**src/rtl/dpio_pkg.sv**
```systemverilog
// Contract
// Port A output data is an eight-bit read/write register at 0x02 that resets to zero.
// Port A pull-up enable is an eight-bit read/write register at 0x03 that resets to zero.
// Bits 3:0 at 0x04 read the sampled port B pin levels, undefined after reset, upper bits zero.
// Port B direction is a four-bit read/write field at 0x05 that resets to all inputs.
// Port B output data is a four-bit read/write field at 0x06 that resets to zero.
// Port B pull-up enable is a four-bit read/write field at 0x07 that resets to zero.
// Control bit 1 at 0x16 turns on break-before-make for all of port B and resets to zero.
// Control bit 0 at 0x16 turns on break-before-make for all of port A and resets to zero.
// With break-before-make on, a pin switched to output is tristated one cycle before driving.
// A direction of one drives the data bit; zero leaves an input, pulled up only if enabled.
package dpio_pkg;
    // =========================================
    // Register map
    localparam logic [7:0] ADDR_PA_OUT = 8'h02;
    localparam logic [7:0] ADDR_PA_PUE = 8'h03;
    localparam logic [7:0] ADDR_PB_PIN = 8'h04;
    localparam logic [7:0] ADDR_PB_DIR = 8'h05;
    localparam logic [7:0] ADDR_PB_OUT = 8'h06;
    localparam logic [7:0] ADDR_PB_PUE = 8'h07;
    localparam logic [7:0] ADDR_PCTRL = 8'h16;
    // =========================================
    // Fields and reset values
    localparam int BIT_BBM_A = 0;
    localparam int BIT_BBM_B = 1;
    localparam logic [7:0] RESET_VALUE = 8'h00;
    localparam int PA_WIDTH = 8;
    localparam int PB_WIDTH = 4;
    // Port A direction is held outside this block; the value it assumes is given here
    localparam logic [7:0] PA_DIR_DEFAULT = 8'h00;
endpackage

```
**src/rtl/dpio_bank.sv**
```systemverilog
// Local design decision: the address-and-strobe port.
`timescale 1ns/10ps
module dpio_bank #(
    parameter int PA_W = dpio_pkg::PA_WIDTH,
    parameter int PB_W = dpio_pkg::PB_WIDTH
) (
    // Clock and reset
    input wire logic clock_in,
    input wire logic rstn_in,
    // Register port
    input wire logic [7:0] addr_in,
    input wire logic [7:0] wdata_in,
    input wire logic wr_in,
    input wire logic rd_in,
    output logic [7:0] rdata_out,
    // Port A pins; direction comes from the port A direction register outside
    input wire logic [PA_W-1:0] pa_dir_in,
    output logic [PA_W-1:0] pa_pin_out,
    output logic [PA_W-1:0] pa_pin_oe_out,
    output logic [PA_W-1:0] pa_pullup_out,
    // Port B pins
    input wire logic [PB_W-1:0] pb_pin_in,
    output logic [PB_W-1:0] pb_pin_out,
    output logic [PB_W-1:0] pb_pin_oe_out,
    output logic [PB_W-1:0] pb_pullup_out
);
    // =========================================
    // Storage
    logic [PA_W-1:0] port_a_output_data;
    logic [PA_W-1:0] port_a_pullup_enable;
    logic [PB_W-1:0] port_b_pin_level;
    logic [PB_W-1:0] port_b_direction;
    logic [PB_W-1:0] port_b_output_data;
    logic [PB_W-1:0] port_b_pullup_enable;
    logic first_port_bbm_enable;
    logic second_port_bbm_enable;
    logic [PA_W-1:0] pa_dir_q;
    logic [PB_W-1:0] pb_dir_q;
    logic [PA_W-1:0] pa_drive;
    logic [PB_W-1:0] pb_drive;

    // =========================================
    // Decode
    wire wr_pa_out = wr_in && (addr_in == dpio_pkg::ADDR_PA_OUT);
    wire wr_pa_pue = wr_in && (addr_in == dpio_pkg::ADDR_PA_PUE);
    wire wr_pb_dir = wr_in && (addr_in == dpio_pkg::ADDR_PB_DIR);
    wire wr_pb_out = wr_in && (addr_in == dpio_pkg::ADDR_PB_OUT);
    wire wr_pb_pue = wr_in && (addr_in == dpio_pkg::ADDR_PB_PUE);
    wire wr_pctrl = wr_in && (addr_in == dpio_pkg::ADDR_PCTRL);

    // Pad up to a byte; upper bits read zero
    function automatic logic [7:0] pad_b(input logic [PB_W-1:0] v);
        pad_b = {{(8-PB_W){1'b0}}, v};
    endfunction

    // Read mux, unmapped addresses read zero
    wire [7:0] rd_mux =
        (addr_in == dpio_pkg::ADDR_PA_OUT) ? 8'(port_a_output_data) :
        (addr_in == dpio_pkg::ADDR_PA_PUE) ? 8'(port_a_pullup_enable) :
        (addr_in == dpio_pkg::ADDR_PB_PIN) ? pad_b(port_b_pin_level) :
        (addr_in == dpio_pkg::ADDR_PB_DIR) ? pad_b(port_b_direction) :
        (addr_in == dpio_pkg::ADDR_PB_OUT) ? pad_b(port_b_output_data) :
        (addr_in == dpio_pkg::ADDR_PB_PUE) ? pad_b(port_b_pullup_enable) :
        (addr_in == dpio_pkg::ADDR_PCTRL) ?
            {6'h00, second_port_bbm_enable, first_port_bbm_enable} : 8'h00;

    // =========================================
    // Register writes
    always_ff @(posedge clock_in)
    begin
        if (!rstn_in)
        begin
            port_a_output_data <= PA_W'(dpio_pkg::RESET_VALUE);
            port_a_pullup_enable <= PA_W'(dpio_pkg::RESET_VALUE);
            port_b_direction <= PB_W'(dpio_pkg::RESET_VALUE);
            port_b_output_data <= PB_W'(dpio_pkg::RESET_VALUE);
            port_b_pullup_enable <= PB_W'(dpio_pkg::RESET_VALUE);
            first_port_bbm_enable <= 1'b0;
            second_port_bbm_enable <= 1'b0;
            rdata_out <= 8'h00;
        end
        else
        begin
            if (wr_pa_out) port_a_output_data <= wdata_in[PA_W-1:0];
            if (wr_pa_pue) port_a_pullup_enable <= wdata_in[PA_W-1:0];
            if (wr_pb_dir) port_b_direction <= wdata_in[PB_W-1:0];
            if (wr_pb_out) port_b_output_data <= wdata_in[PB_W-1:0];
            if (wr_pb_pue) port_b_pullup_enable <= wdata_in[PB_W-1:0];
            if (wr_pctrl)
            begin
                first_port_bbm_enable <= wdata_in[dpio_pkg::BIT_BBM_A];
                second_port_bbm_enable <= wdata_in[dpio_pkg::BIT_BBM_B];
            end
            rdata_out <= rd_in ? rd_mux : 8'h00;
        end
    end

    // Pin sampling has no reset: the level is undefined until the first edge
    always_ff @(posedge clock_in)
    begin
        port_b_pin_level <= pb_pin_in;
    end

    // Last direction, used to spot a fresh switch to output
    always_ff @(posedge clock_in)
    begin
        if (!rstn_in)
        begin
            pa_dir_q <= PA_W'(dpio_pkg::PA_DIR_DEFAULT);
            pb_dir_q <= PB_W'(dpio_pkg::RESET_VALUE);
        end
        else
        begin
            pa_dir_q <= pa_dir_in;
            pb_dir_q <= port_b_direction;
        end
    end

    // =========================================
    // Pin drive; one tristate cycle on a rising direction bit in bbm mode
    assign pa_drive = pa_dir_in & ~(first_port_bbm_enable ? (pa_dir_in & ~pa_dir_q) : '0);
    assign pb_drive = port_b_direction &
        ~(second_port_bbm_enable ? (port_b_direction & ~pb_dir_q) : '0);
    assign pa_pin_oe_out = pa_drive;
    assign pa_pin_out = port_a_output_data & pa_drive;
    assign pa_pullup_out = port_a_pullup_enable & ~pa_dir_in;
    assign pb_pin_oe_out = pb_drive;
    assign pb_pin_out = port_b_output_data & pb_drive;
    assign pb_pullup_out = port_b_pullup_enable & ~port_b_direction;

    // =========================================
    // Checks
    property p_bbm_b;
        @(posedge clock_in) disable iff (!rstn_in)
        (second_port_bbm_enable && $rose(port_b_direction[0])) |-> !pb_pin_oe_out[0];
    endproperty
    a_bbm_b: assert property (p_bbm_b) else $error("bbm gap missing on B0");

    property p_nobbm_b;
        @(posedge clock_in) disable iff (!rstn_in)
        (!second_port_bbm_enable && port_b_direction[0]) |-> pb_pin_oe_out[0];
    endproperty
    a_nobbm_b: assert property (p_nobbm_b) else $error("B0 not driven");

    property p_bbm_a;
        @(posedge clock_in) disable iff (!rstn_in)
        (first_port_bbm_enable && $rose(pa_dir_in[0])) |-> !pa_pin_oe_out[0];
    endproperty
    a_bbm_a: assert property (p_bbm_a) else $error("bbm gap missing on A0");

    property p_bbm_drive;
        @(posedge clock_in) disable iff (!rstn_in)
        $rose(port_b_direction[1]) ##1 port_b_direction[1] |-> pb_pin_oe_out[1];
    endproperty
    a_bbm_drive: assert property (p_bbm_drive) else $error("B1 not driven after gap");

    property p_pa_out;
        @(posedge clock_in) disable iff (!rstn_in)
        wr_pa_out |=> port_a_output_data == $past(wdata_in);
    endproperty
    a_pa_out: assert property (p_pa_out) else $error("port A data not written");

    property p_pa_pue;
        @(posedge clock_in) disable iff (!rstn_in)
        (rd_in && addr_in == dpio_pkg::ADDR_PA_PUE) |=> rdata_out == port_a_pullup_enable;
    endproperty
    a_pa_pue: assert property (p_pa_pue) else $error("pull-up readback wrong");

    property p_pin_rd;
        @(posedge clock_in) disable iff (!rstn_in)
        (rd_in && addr_in == dpio_pkg::ADDR_PB_PIN) |=> rdata_out[7:4] == 4'h0;
    endproperty
    a_pin_rd: assert property (p_pin_rd) else $error("pin level upper bits set");

    property p_pb_dir;
        @(posedge clock_in) disable iff (!rstn_in)
        wr_pb_dir |=> port_b_direction == $past(wdata_in[3:0]);
    endproperty
    a_pb_dir: assert property (p_pb_dir) else $error("direction not written");

    property p_pb_val;
        @(posedge clock_in) disable iff (!rstn_in)
        pb_pin_oe_out[2] |-> pb_pin_out[2] == port_b_output_data[2];
    endproperty
    a_pb_val: assert property (p_pb_val) else $error("B2 drives wrong value");

    property p_pue;
        @(posedge clock_in) disable iff (!rstn_in)
        pb_pullup_out[3] |-> port_b_pullup_enable[3] && !port_b_direction[3];
    endproperty
    a_pue: assert property (p_pue) else $error("pull-up on output or disabled");

    // =========================================
    // Reset and write checks on the remaining registers
    property p_rst_regs;
        @(posedge clock_in)
        !rstn_in |=> (port_a_output_data == '0) && (port_a_pullup_enable == '0) &&
            (port_b_direction == '0) && (port_b_output_data == '0) &&
            (port_b_pullup_enable == '0);
    endproperty
    a_rst_regs: assert property (p_rst_regs) else $error("register not cleared");

    // Both mode bits must come out of reset off, or a pin could glitch at power-up
    property p_rst_ctrl;
        @(posedge clock_in)
        !rstn_in |=> !first_port_bbm_enable && !second_port_bbm_enable;
    endproperty
    a_rst_ctrl: assert property (p_rst_ctrl) else $error("mode bits not cleared");

    property p_pb_out;
        @(posedge clock_in) disable iff (!rstn_in)
        wr_pb_out |=> port_b_output_data == $past(wdata_in[PB_W-1:0]);
    endproperty
    a_pb_out: assert property (p_pb_out) else $error("port B data not written");

    property p_pb_pue;
        @(posedge clock_in) disable iff (!rstn_in)
        wr_pb_pue |=> port_b_pullup_enable == $past(wdata_in[PB_W-1:0]);
    endproperty
    a_pb_pue: assert property (p_pb_pue) else $error("port B pull-up not written");

    property p_pa_pue_wr;
        @(posedge clock_in) disable iff (!rstn_in)
        wr_pa_pue |=> port_a_pullup_enable == $past(wdata_in[PA_W-1:0]);
    endproperty
    a_pa_pue_wr: assert property (p_pa_pue_wr) else $error("port A pull-up not written");

    // Only the two low bits of the control byte exist; the rest must be dropped
    property p_pctrl;
        @(posedge clock_in) disable iff (!rstn_in)
        wr_pctrl |=> {second_port_bbm_enable, first_port_bbm_enable} == $past(wdata_in[1:0]);
    endproperty
    a_pctrl: assert property (p_pctrl) else $error("mode bits not written");

    // Read data stand for one cycle only, so an idle bus must read zero
    property p_rd_idle;
        @(posedge clock_in) disable iff (!rstn_in)
        !rd_in |=> rdata_out == 8'h00;
    endproperty
    a_rd_idle: assert property (p_rd_idle) else $error("read data outside a read");

    property p_pin_level;
        @(posedge clock_in) disable iff (!rstn_in)
        (rd_in && addr_in == dpio_pkg::ADDR_PB_PIN) |=>
            rdata_out[PB_W-1:0] == $past(port_b_pin_level);
    endproperty
    a_pin_level: assert property (p_pin_level) else $error("pin level readback wrong");

    // =========================================
    // Per-pin checks on port B; every pin carries the same guarantees
    generate
        for (genvar gi = 0; gi < PB_W; gi++)
        begin : g_pb_chk
            property p_gap_b;
                @(posedge clock_in) disable iff (!rstn_in)
                (second_port_bbm_enable && port_b_direction[gi] && !pb_dir_q[gi]) |->
                    !pb_pin_oe_out[gi];
            endproperty
            a_gap_b: assert property (p_gap_b) else $error("port B gap missing");

            property p_held_b;
                @(posedge clock_in) disable iff (!rstn_in)
                (port_b_direction[gi] && pb_dir_q[gi]) |-> pb_pin_oe_out[gi];
            endproperty
            a_held_b: assert property (p_held_b) else $error("port B output dropped");

            property p_in_b;
                @(posedge clock_in) disable iff (!rstn_in)
                !port_b_direction[gi] |-> !pb_pin_oe_out[gi] && !pb_pin_out[gi];
            endproperty
            a_in_b: assert property (p_in_b) else $error("port B input driven");

            property p_pull_b;
                @(posedge clock_in) disable iff (!rstn_in)
                pb_pullup_out[gi] == (port_b_pullup_enable[gi] && !port_b_direction[gi]);
            endproperty
            a_pull_b: assert property (p_pull_b) else $error("port B pull-up wrong");
        end
    endgenerate

    // =========================================
    // Per-pin checks on port A; direction comes in from outside, so each pin is watched
    generate
        for (genvar gj = 0; gj < PA_W; gj++)
        begin : g_pa_chk
            property p_gap_a;
                @(posedge clock_in) disable iff (!rstn_in)
                (first_port_bbm_enable && pa_dir_in[gj] && !pa_dir_q[gj]) |->
                    !pa_pin_oe_out[gj];
            endproperty
            a_gap_a: assert property (p_gap_a) else $error("port A gap missing");

            property p_held_a;
                @(posedge clock_in) disable iff (!rstn_in)
                (pa_dir_in[gj] && pa_dir_q[gj]) |->
                    pa_pin_oe_out[gj] && (pa_pin_out[gj] == port_a_output_data[gj]);
            endproperty
            a_held_a: assert property (p_held_a) else $error("port A drive wrong");

            property p_in_a;
                @(posedge clock_in) disable iff (!rstn_in)
                !pa_dir_in[gj] |-> !pa_pin_oe_out[gj] && !pa_pin_out[gj];
            endproperty
            a_in_a: assert property (p_in_a) else $error("port A input driven");

            property p_pull_a;
                @(posedge clock_in) disable iff (!rstn_in)
                pa_pullup_out[gj] == (port_a_pullup_enable[gj] && !pa_dir_in[gj]);
            endproperty
            a_pull_a: assert property (p_pull_a) else $error("port A pull-up wrong");
        end
    endgenerate

    // Scenarios worth seeing: both modes switched on, and a pin driven after its gap
    c_wr_pctrl: cover property (@(posedge clock_in) wr_pctrl && wdata_in[1] && wdata_in[0]);
    c_gap_done: cover property (@(posedge clock_in) second_port_bbm_enable &&
        $rose(pb_pin_oe_out[0]));

    c_bbm_b: cover property (@(posedge clock_in) second_port_bbm_enable &&
        $rose(port_b_direction[0]));
    c_bbm_a: cover property (@(posedge clock_in) first_port_bbm_enable && $rose(pa_dir_in[0]));
    c_rd_pin: cover property (@(posedge clock_in) rd_in && addr_in == dpio_pkg::ADDR_PB_PIN);
endmodule

```
**config.mk**
```make
export PLATFORM = sky130hd
export DESIGN_NAME = dpio_bank
export DESIGN_NICKNAME = d
export VERILOG_FILES = /design/src/rtl/dpio_pkg.sv /design/src/rtl/dpio_bank.sv
export SDC_FILE = /design/constraint.sdc
export NUM_CORES = 1
export LEC_CHECK = 0
export ABC_AREA = 1
export BUFFER_PORTS_ARGS = -buffer_cell sky130_fd_sc_hd__buf_4
export CAP_MARGIN = 15
export CORE_ASPECT_RATIO = 1.75
export CORE_UTILIZATION = 25
export DETAILED_ROUTE_END_ITERATION = 16
export GPL_TIMING_DRIVEN = 0
export PLACE_DENSITY = 0.48
export SLEW_MARGIN = 20
export SYNTH_ARGS = -nofsm -noshare
export SYNTH_HDL_FRONTEND = slang
export SYNTH_SLANG_ARGS = --single-unit
```
**constraint.sdc**
```tcl
create_clock -name clock_in -period 1.15 [get_ports clock_in]
set_input_delay 0.1725 -clock clock_in [delete_from_list [all_inputs] [get_ports clock_in]]
set_output_delay 0.1725 -clock clock_in [all_outputs]
set_load 0.01 [all_outputs]
```
# Word-level counts from Yosys, hierarchy flattened
# Cells that the tools add are included.
[classes]
n_mux = 9
reduce_logical = 7
bitwise_logic = 14
eq_ne = 7
[ops]
columns = ["op", "n"]
rows = [
  ["bitwise AND 8 bit", 4],
  ["== test 8 x 3 -> 1 bit (second input constant)", 4],
  ["2-to-1 mux 8 bit", 3],
  ["NOT 8 bit", 3],
  ["2-to-1 mux 4 bit", 5],
  ["bitwise AND 4 bit", 4],
  ["== test 8 x 2 -> 1 bit (second input constant)", 2],
  ["NOT 4 bit", 3],
  ["== test 8 x 5 -> 1 bit (second input constant)", 1],
  ["logical AND 1 bit", 6],
  ["2-to-1 mux 2 bit", 1],
  ["AND reduction 2 bit", 1],
]
[totals]
input_bits = 32
word_cells = 48
out_inout_bits = 44
ff_bits = 54

# Longest topological paths before layout
[depth]
word_depth = 8
mapped_depth = 11
mapped_depth_nobuf = 11

# Least setup slack after synthesis
# Ideal clock, no wire load.
[synth_path]
path_kind = "input -> register"
startpoint = "input addr_in[6]"
endpoint = "register port_a_pullup_enable[5]"
arrival_ns = 1.028
stages = 9
setup_ns = 0.116
path_buffers = 1
t_required_ns = 1.034
path_slack_ns = 0.006
cell_sequence = "inv_1 nand2_1 nor2_4 nand2_1 clkinv_2 nand2_2 buf_6 o21ai_1 a21oi_1"
[synth_between]
elab_chain_cells = 2
[synth_lines]
columns = ["item", "line", "text"]
rows = [
  ["start: declaration", "dpio_bank.sv:11", "input wire logic [7:0] addr_in,"],
  ["== test 8 x 2 -> 1 bit", "dpio_bank.sv:45", "wire wr_pa_pue = wr_in && (addr_in == dpio_pkg::ADDR_PA_PUE);"],
  ["logical AND 1 bit", "dpio_bank.sv:45", ""],
  ["end signal: assignment", "dpio_bank.sv:74", "port_a_pullup_enable <= PA_W'(dpio_pkg::RESET_VALUE);"],
  ["end signal: assignment", "dpio_bank.sv:85", "if (wr_pa_pue) port_a_pullup_enable <= wdata_in[PA_W-1:0];"],
  ["end: declaration", "dpio_bank.sv:30", "logic [PA_W-1:0] port_a_pullup_enable;"],
]
# Every way passes these cells.
# A chain may end at the register's enable or synchronous reset.

# Final worst setup path
[layout_path]
startpoint = "register first_port_bbm_enable"
endpoint = "output pa_pin_out[2]"
[layout_between]
elab_chain_cells = 4
[layout_lines]
columns = ["item", "line", "text"]
rows = [
  ["start: declaration", "dpio_bank.sv:35", "logic first_port_bbm_enable;"],
  ["start signal: assignment", "dpio_bank.sv:91", "first_port_bbm_enable <= wdata_in[dpio_pkg::BIT_BBM_A];"],
  ["2-to-1 mux 8 bit", "dpio_bank.sv:121", "assign pa_drive = pa_dir_in & ~(first_port_bbm_enable ? (pa_dir_in & ~pa_dir_q) : '0);"],
  ["NOT 8 bit", "dpio_bank.sv:121", ""],
  ["bitwise AND 8 bit", "dpio_bank.sv:121", ""],
  ["bitwise AND 8 bit", "dpio_bank.sv:125", "assign pa_pin_out = port_a_output_data & pa_drive;"],
  ["end: declaration", "dpio_bank.sv:18", "output logic [PA_W-1:0] pa_pin_out,"],
]
# Every way passes these cells.

==> results.ini <==
[placed_design]
io_buffer_count = 74
dp.final_hpwl_um = 5380
gp_congestion = 0.848
pre_cts_ws_ps = -369

[detailed_routing]
viasPerCell = 4.31
wl_um = 7350
remaining_drc_errors = 0
detail-route-antenna-nets = 0
wl_per_cell_um = 13.6
drt_iter0_markers = 81
via_count = 2334
drt_pass1_iterations = 4

[logic_synthesis]
syn_inst = 319
ys_seq_elements = 54
ys_seq_area_share_pct = 46.9
synthTopCellsByArea = dfxtp_1, nor2_1, nand2_1
synth_nets = 351
yosysTopAreaCell = dfxtp_1
syn_area_sq_um = 2310
synth_cell_type_count = 28
yosysWarnings = 0
synth.avg_cell_area_sq_um = 7.23
synth_top_area_share_pct = 46.9

[run_status]
violations = setup timing
status = finished with violations

[sta]
finalCriticalPeriod_ps = 1360
report.final.slew_viol_count = 0
fin_worst_skew_ps = 3.63
finalSetupViolCount = 24
rsz0062_at_grt = yes
setup_slack_ps = -215
fmax_ghz = 0.733
tightest_slew_ps = 706
layout_worst_path_cycle_share_pct = 119
hold_violations = 0
relSlewSlack_pct = 52.9

[global_routing]
antenna_found_initial = 0
grt_overflow = 0
grt_max_degree = 16
grt.total_usage_pct = 15.3
grt_pass1_wl_um = 10800
grt_pass1_vias = 2201

[clock_tree]
cts_buffers = 5
clockBufferDepth = 2
cts_max_level = 2
clk_latency_ps = 290
cts_root_buf = clkbuf_16
clk_pin_slew_ps = 70
cts_tree = yes
clock-sinks = 54

[critical_path]
critPathKind = register to primary output
cpMaxStageDelayCell = dfxtp_4
crit_arrival_ps = 1190
critPathRequiredTime_ps = 980
crit_path_end_kind = primary output
path_cells = inv_8 -> o21a_1 -> and2_4 -> buf_6
max_stage_delay_ps = 410
crit_family = flip-flops
crit_buf_inv = 2
start_kind = register
worstPathMaxFanout = 5

[layout]
num_antenna_cells = 0
nets = 453
syn2layout_area_growth_pct = 55.2
final_util_pct = 39.6
layout-drive-gt1-share_pct = 37.7

[worst_hold_path]
hold_path_class = input port to register

[pwr]
vdd_drop_max_mv = 0.477
power.density_nw_per_um2 = 1050
p_leak_nw = 1.62

[die]
die_width_um = 74.6
rows = 46
start_util_pct = 25.5
num_io_pins = 76
core_sq_um = 9040
die_h_um = 129
dieArea_sq_um = 9630

[run]
drv_cap = 0

## placed cells by master, fill, tap and decap left out, types with 3 or more instances in the layout
cell type,n
nand3_1,10
nand2_2,11
clkbuf_1,4
dlygate4sd3_1,4
inv_1,37
nor2_2,4
o21a_1,8
nand2_1,39
and2_4,8
o21ai_0,17
buf_4,73
a21oi_1,30
buf_6,16
nor2_4,7
o21ai_1,14
dfxtp_4,3
inv_2,8
dfxtp_1,49
clkbuf_16,5
nor3_2,4
nor2_1,45
## state kept, by name (all words and copies together), names as in the netlist
signal,flops
pa_dir_q,8
port_a_output_data,8
port_a_pullup_enable,8
rdata_out,8
pb_dir_q,4
port_b_direction,4
port_b_output_data,4
port_b_pin_level,4
port_b_pullup_enable,4
first_port_bbm_enable,1
second_port_bbm_enable,1
## routing by layer
layer	track usage, %	part of all wire, %	up-vias
met1	15.5	38	1066
met4	7.21	2.2	0
li1	-	-	1210
met5	0	0	-
met2	29.0	58	48
met3	2.33	2.7	10
## stage by stage
| stage | hold slack [ps] | std cells | instance area [sq um] | setup TNS [ps] | power, mW |
|---|---|---|---|---|---|
| 3_3_place_gp | 279 | 513 | 3010 | -13390 | 2.23 |
| 4_1_cts | 70.2 | 532 | 3390 | -3870 | 3.78 |
| 3_5_place_dp | 279 | 513 | 3010 | -14010 | 2.23 |
| 5_1_grt | 85.3 | 542 | 3580 | -3950 | 3.89 |
| 6_report | 76.1 | 542 | 3580 | -3060 | 3.75 |
| 2_1_floorplan | 200 | 319 | 2310 | 0 | 2.07 |
## cell type report
class                   instances  area [sq um]
fillers                       975          5460
multi-input cells             210          1140
flip-flops and latches         54          1090
repair buffers                 93           777
inverters                      50           219
well taps                     120           150
clock buffers                   7           143
plain buffers                   6          40.0
repair inverters                1          6.26
clock inverters                 1          5.00
## synth_stat cells
master and count:
nand2_2 3, nand2_1 47, nand4_1 2, nor3_4 1, o21a_1 8, and2_1 8
nor3_1 6, clkbuf_8 1, o21bai_1 1, clkinv_2 2, inv_1 44, nand2_4 1
nor2_4 1, o21ai_0 18, nor3b_1 2, clkbuf_1 3, dfxtp_1 54, inv_2 2
o211ai_1 1, nor2_2 1, nor2_1 54, o21ai_1 13, clkinv_1 1, buf_6 1
clkinv_4 1, a21oi_1 31, buf_1 1, nand3_1 11
## path summary, 6_finish.rpt
path | startpoint | to | slack [ps] | cells past startpoint
min | pa_dir_in[3] | pa_dir_q[3] | 80 | 3
max | first_port_bbm_enable | pa_pin_out[2] | -210 | 4
min reg2reg | port_b_direction[2] | pb_dir_q[2] | 450 | 2
max reg2reg | second_port_bbm_enable | rdata_out[1] | 130 | 7
## power breakdown
part           internal [mW]  total [mW]  leakage [nW]  switching, mW
logic                  0.156       0.333          1.10          0.177
registers               1.89        1.89         0.442        0.00753
clock network          0.865        1.53        0.0739          0.661
total                   2.91        3.75          1.62          0.845
## worst reg2reg max path: stages, from the launching register on
cell and delay [ps]:
dfxtp_4 380, buf_4 110, nand3_1 70, nand3_1 80, nand2_1 60, nand2_1 70
nand2_1 60, a21oi_2 120
## what timing repair did
action,4_1_cts,5_1_grt
gates cloned,2,0
setup endpoints to repair,46,57
buffers inserted,5,10
hold buffers,4,0
resized for setup,37,45
pin swaps,11,12
endpoints found under the hold margin,4,0
## kinds of logic after synthesis
family	count (synthesis)	synth area share [%]
AND/OR/NAND/NOR	137	26.2
AO/OA/AOI/OAI	72	16.7
buffers and inverters	56	10.2
flip-flops	54	46.9
Note: power is estimated with default switching activity, not from simulation.
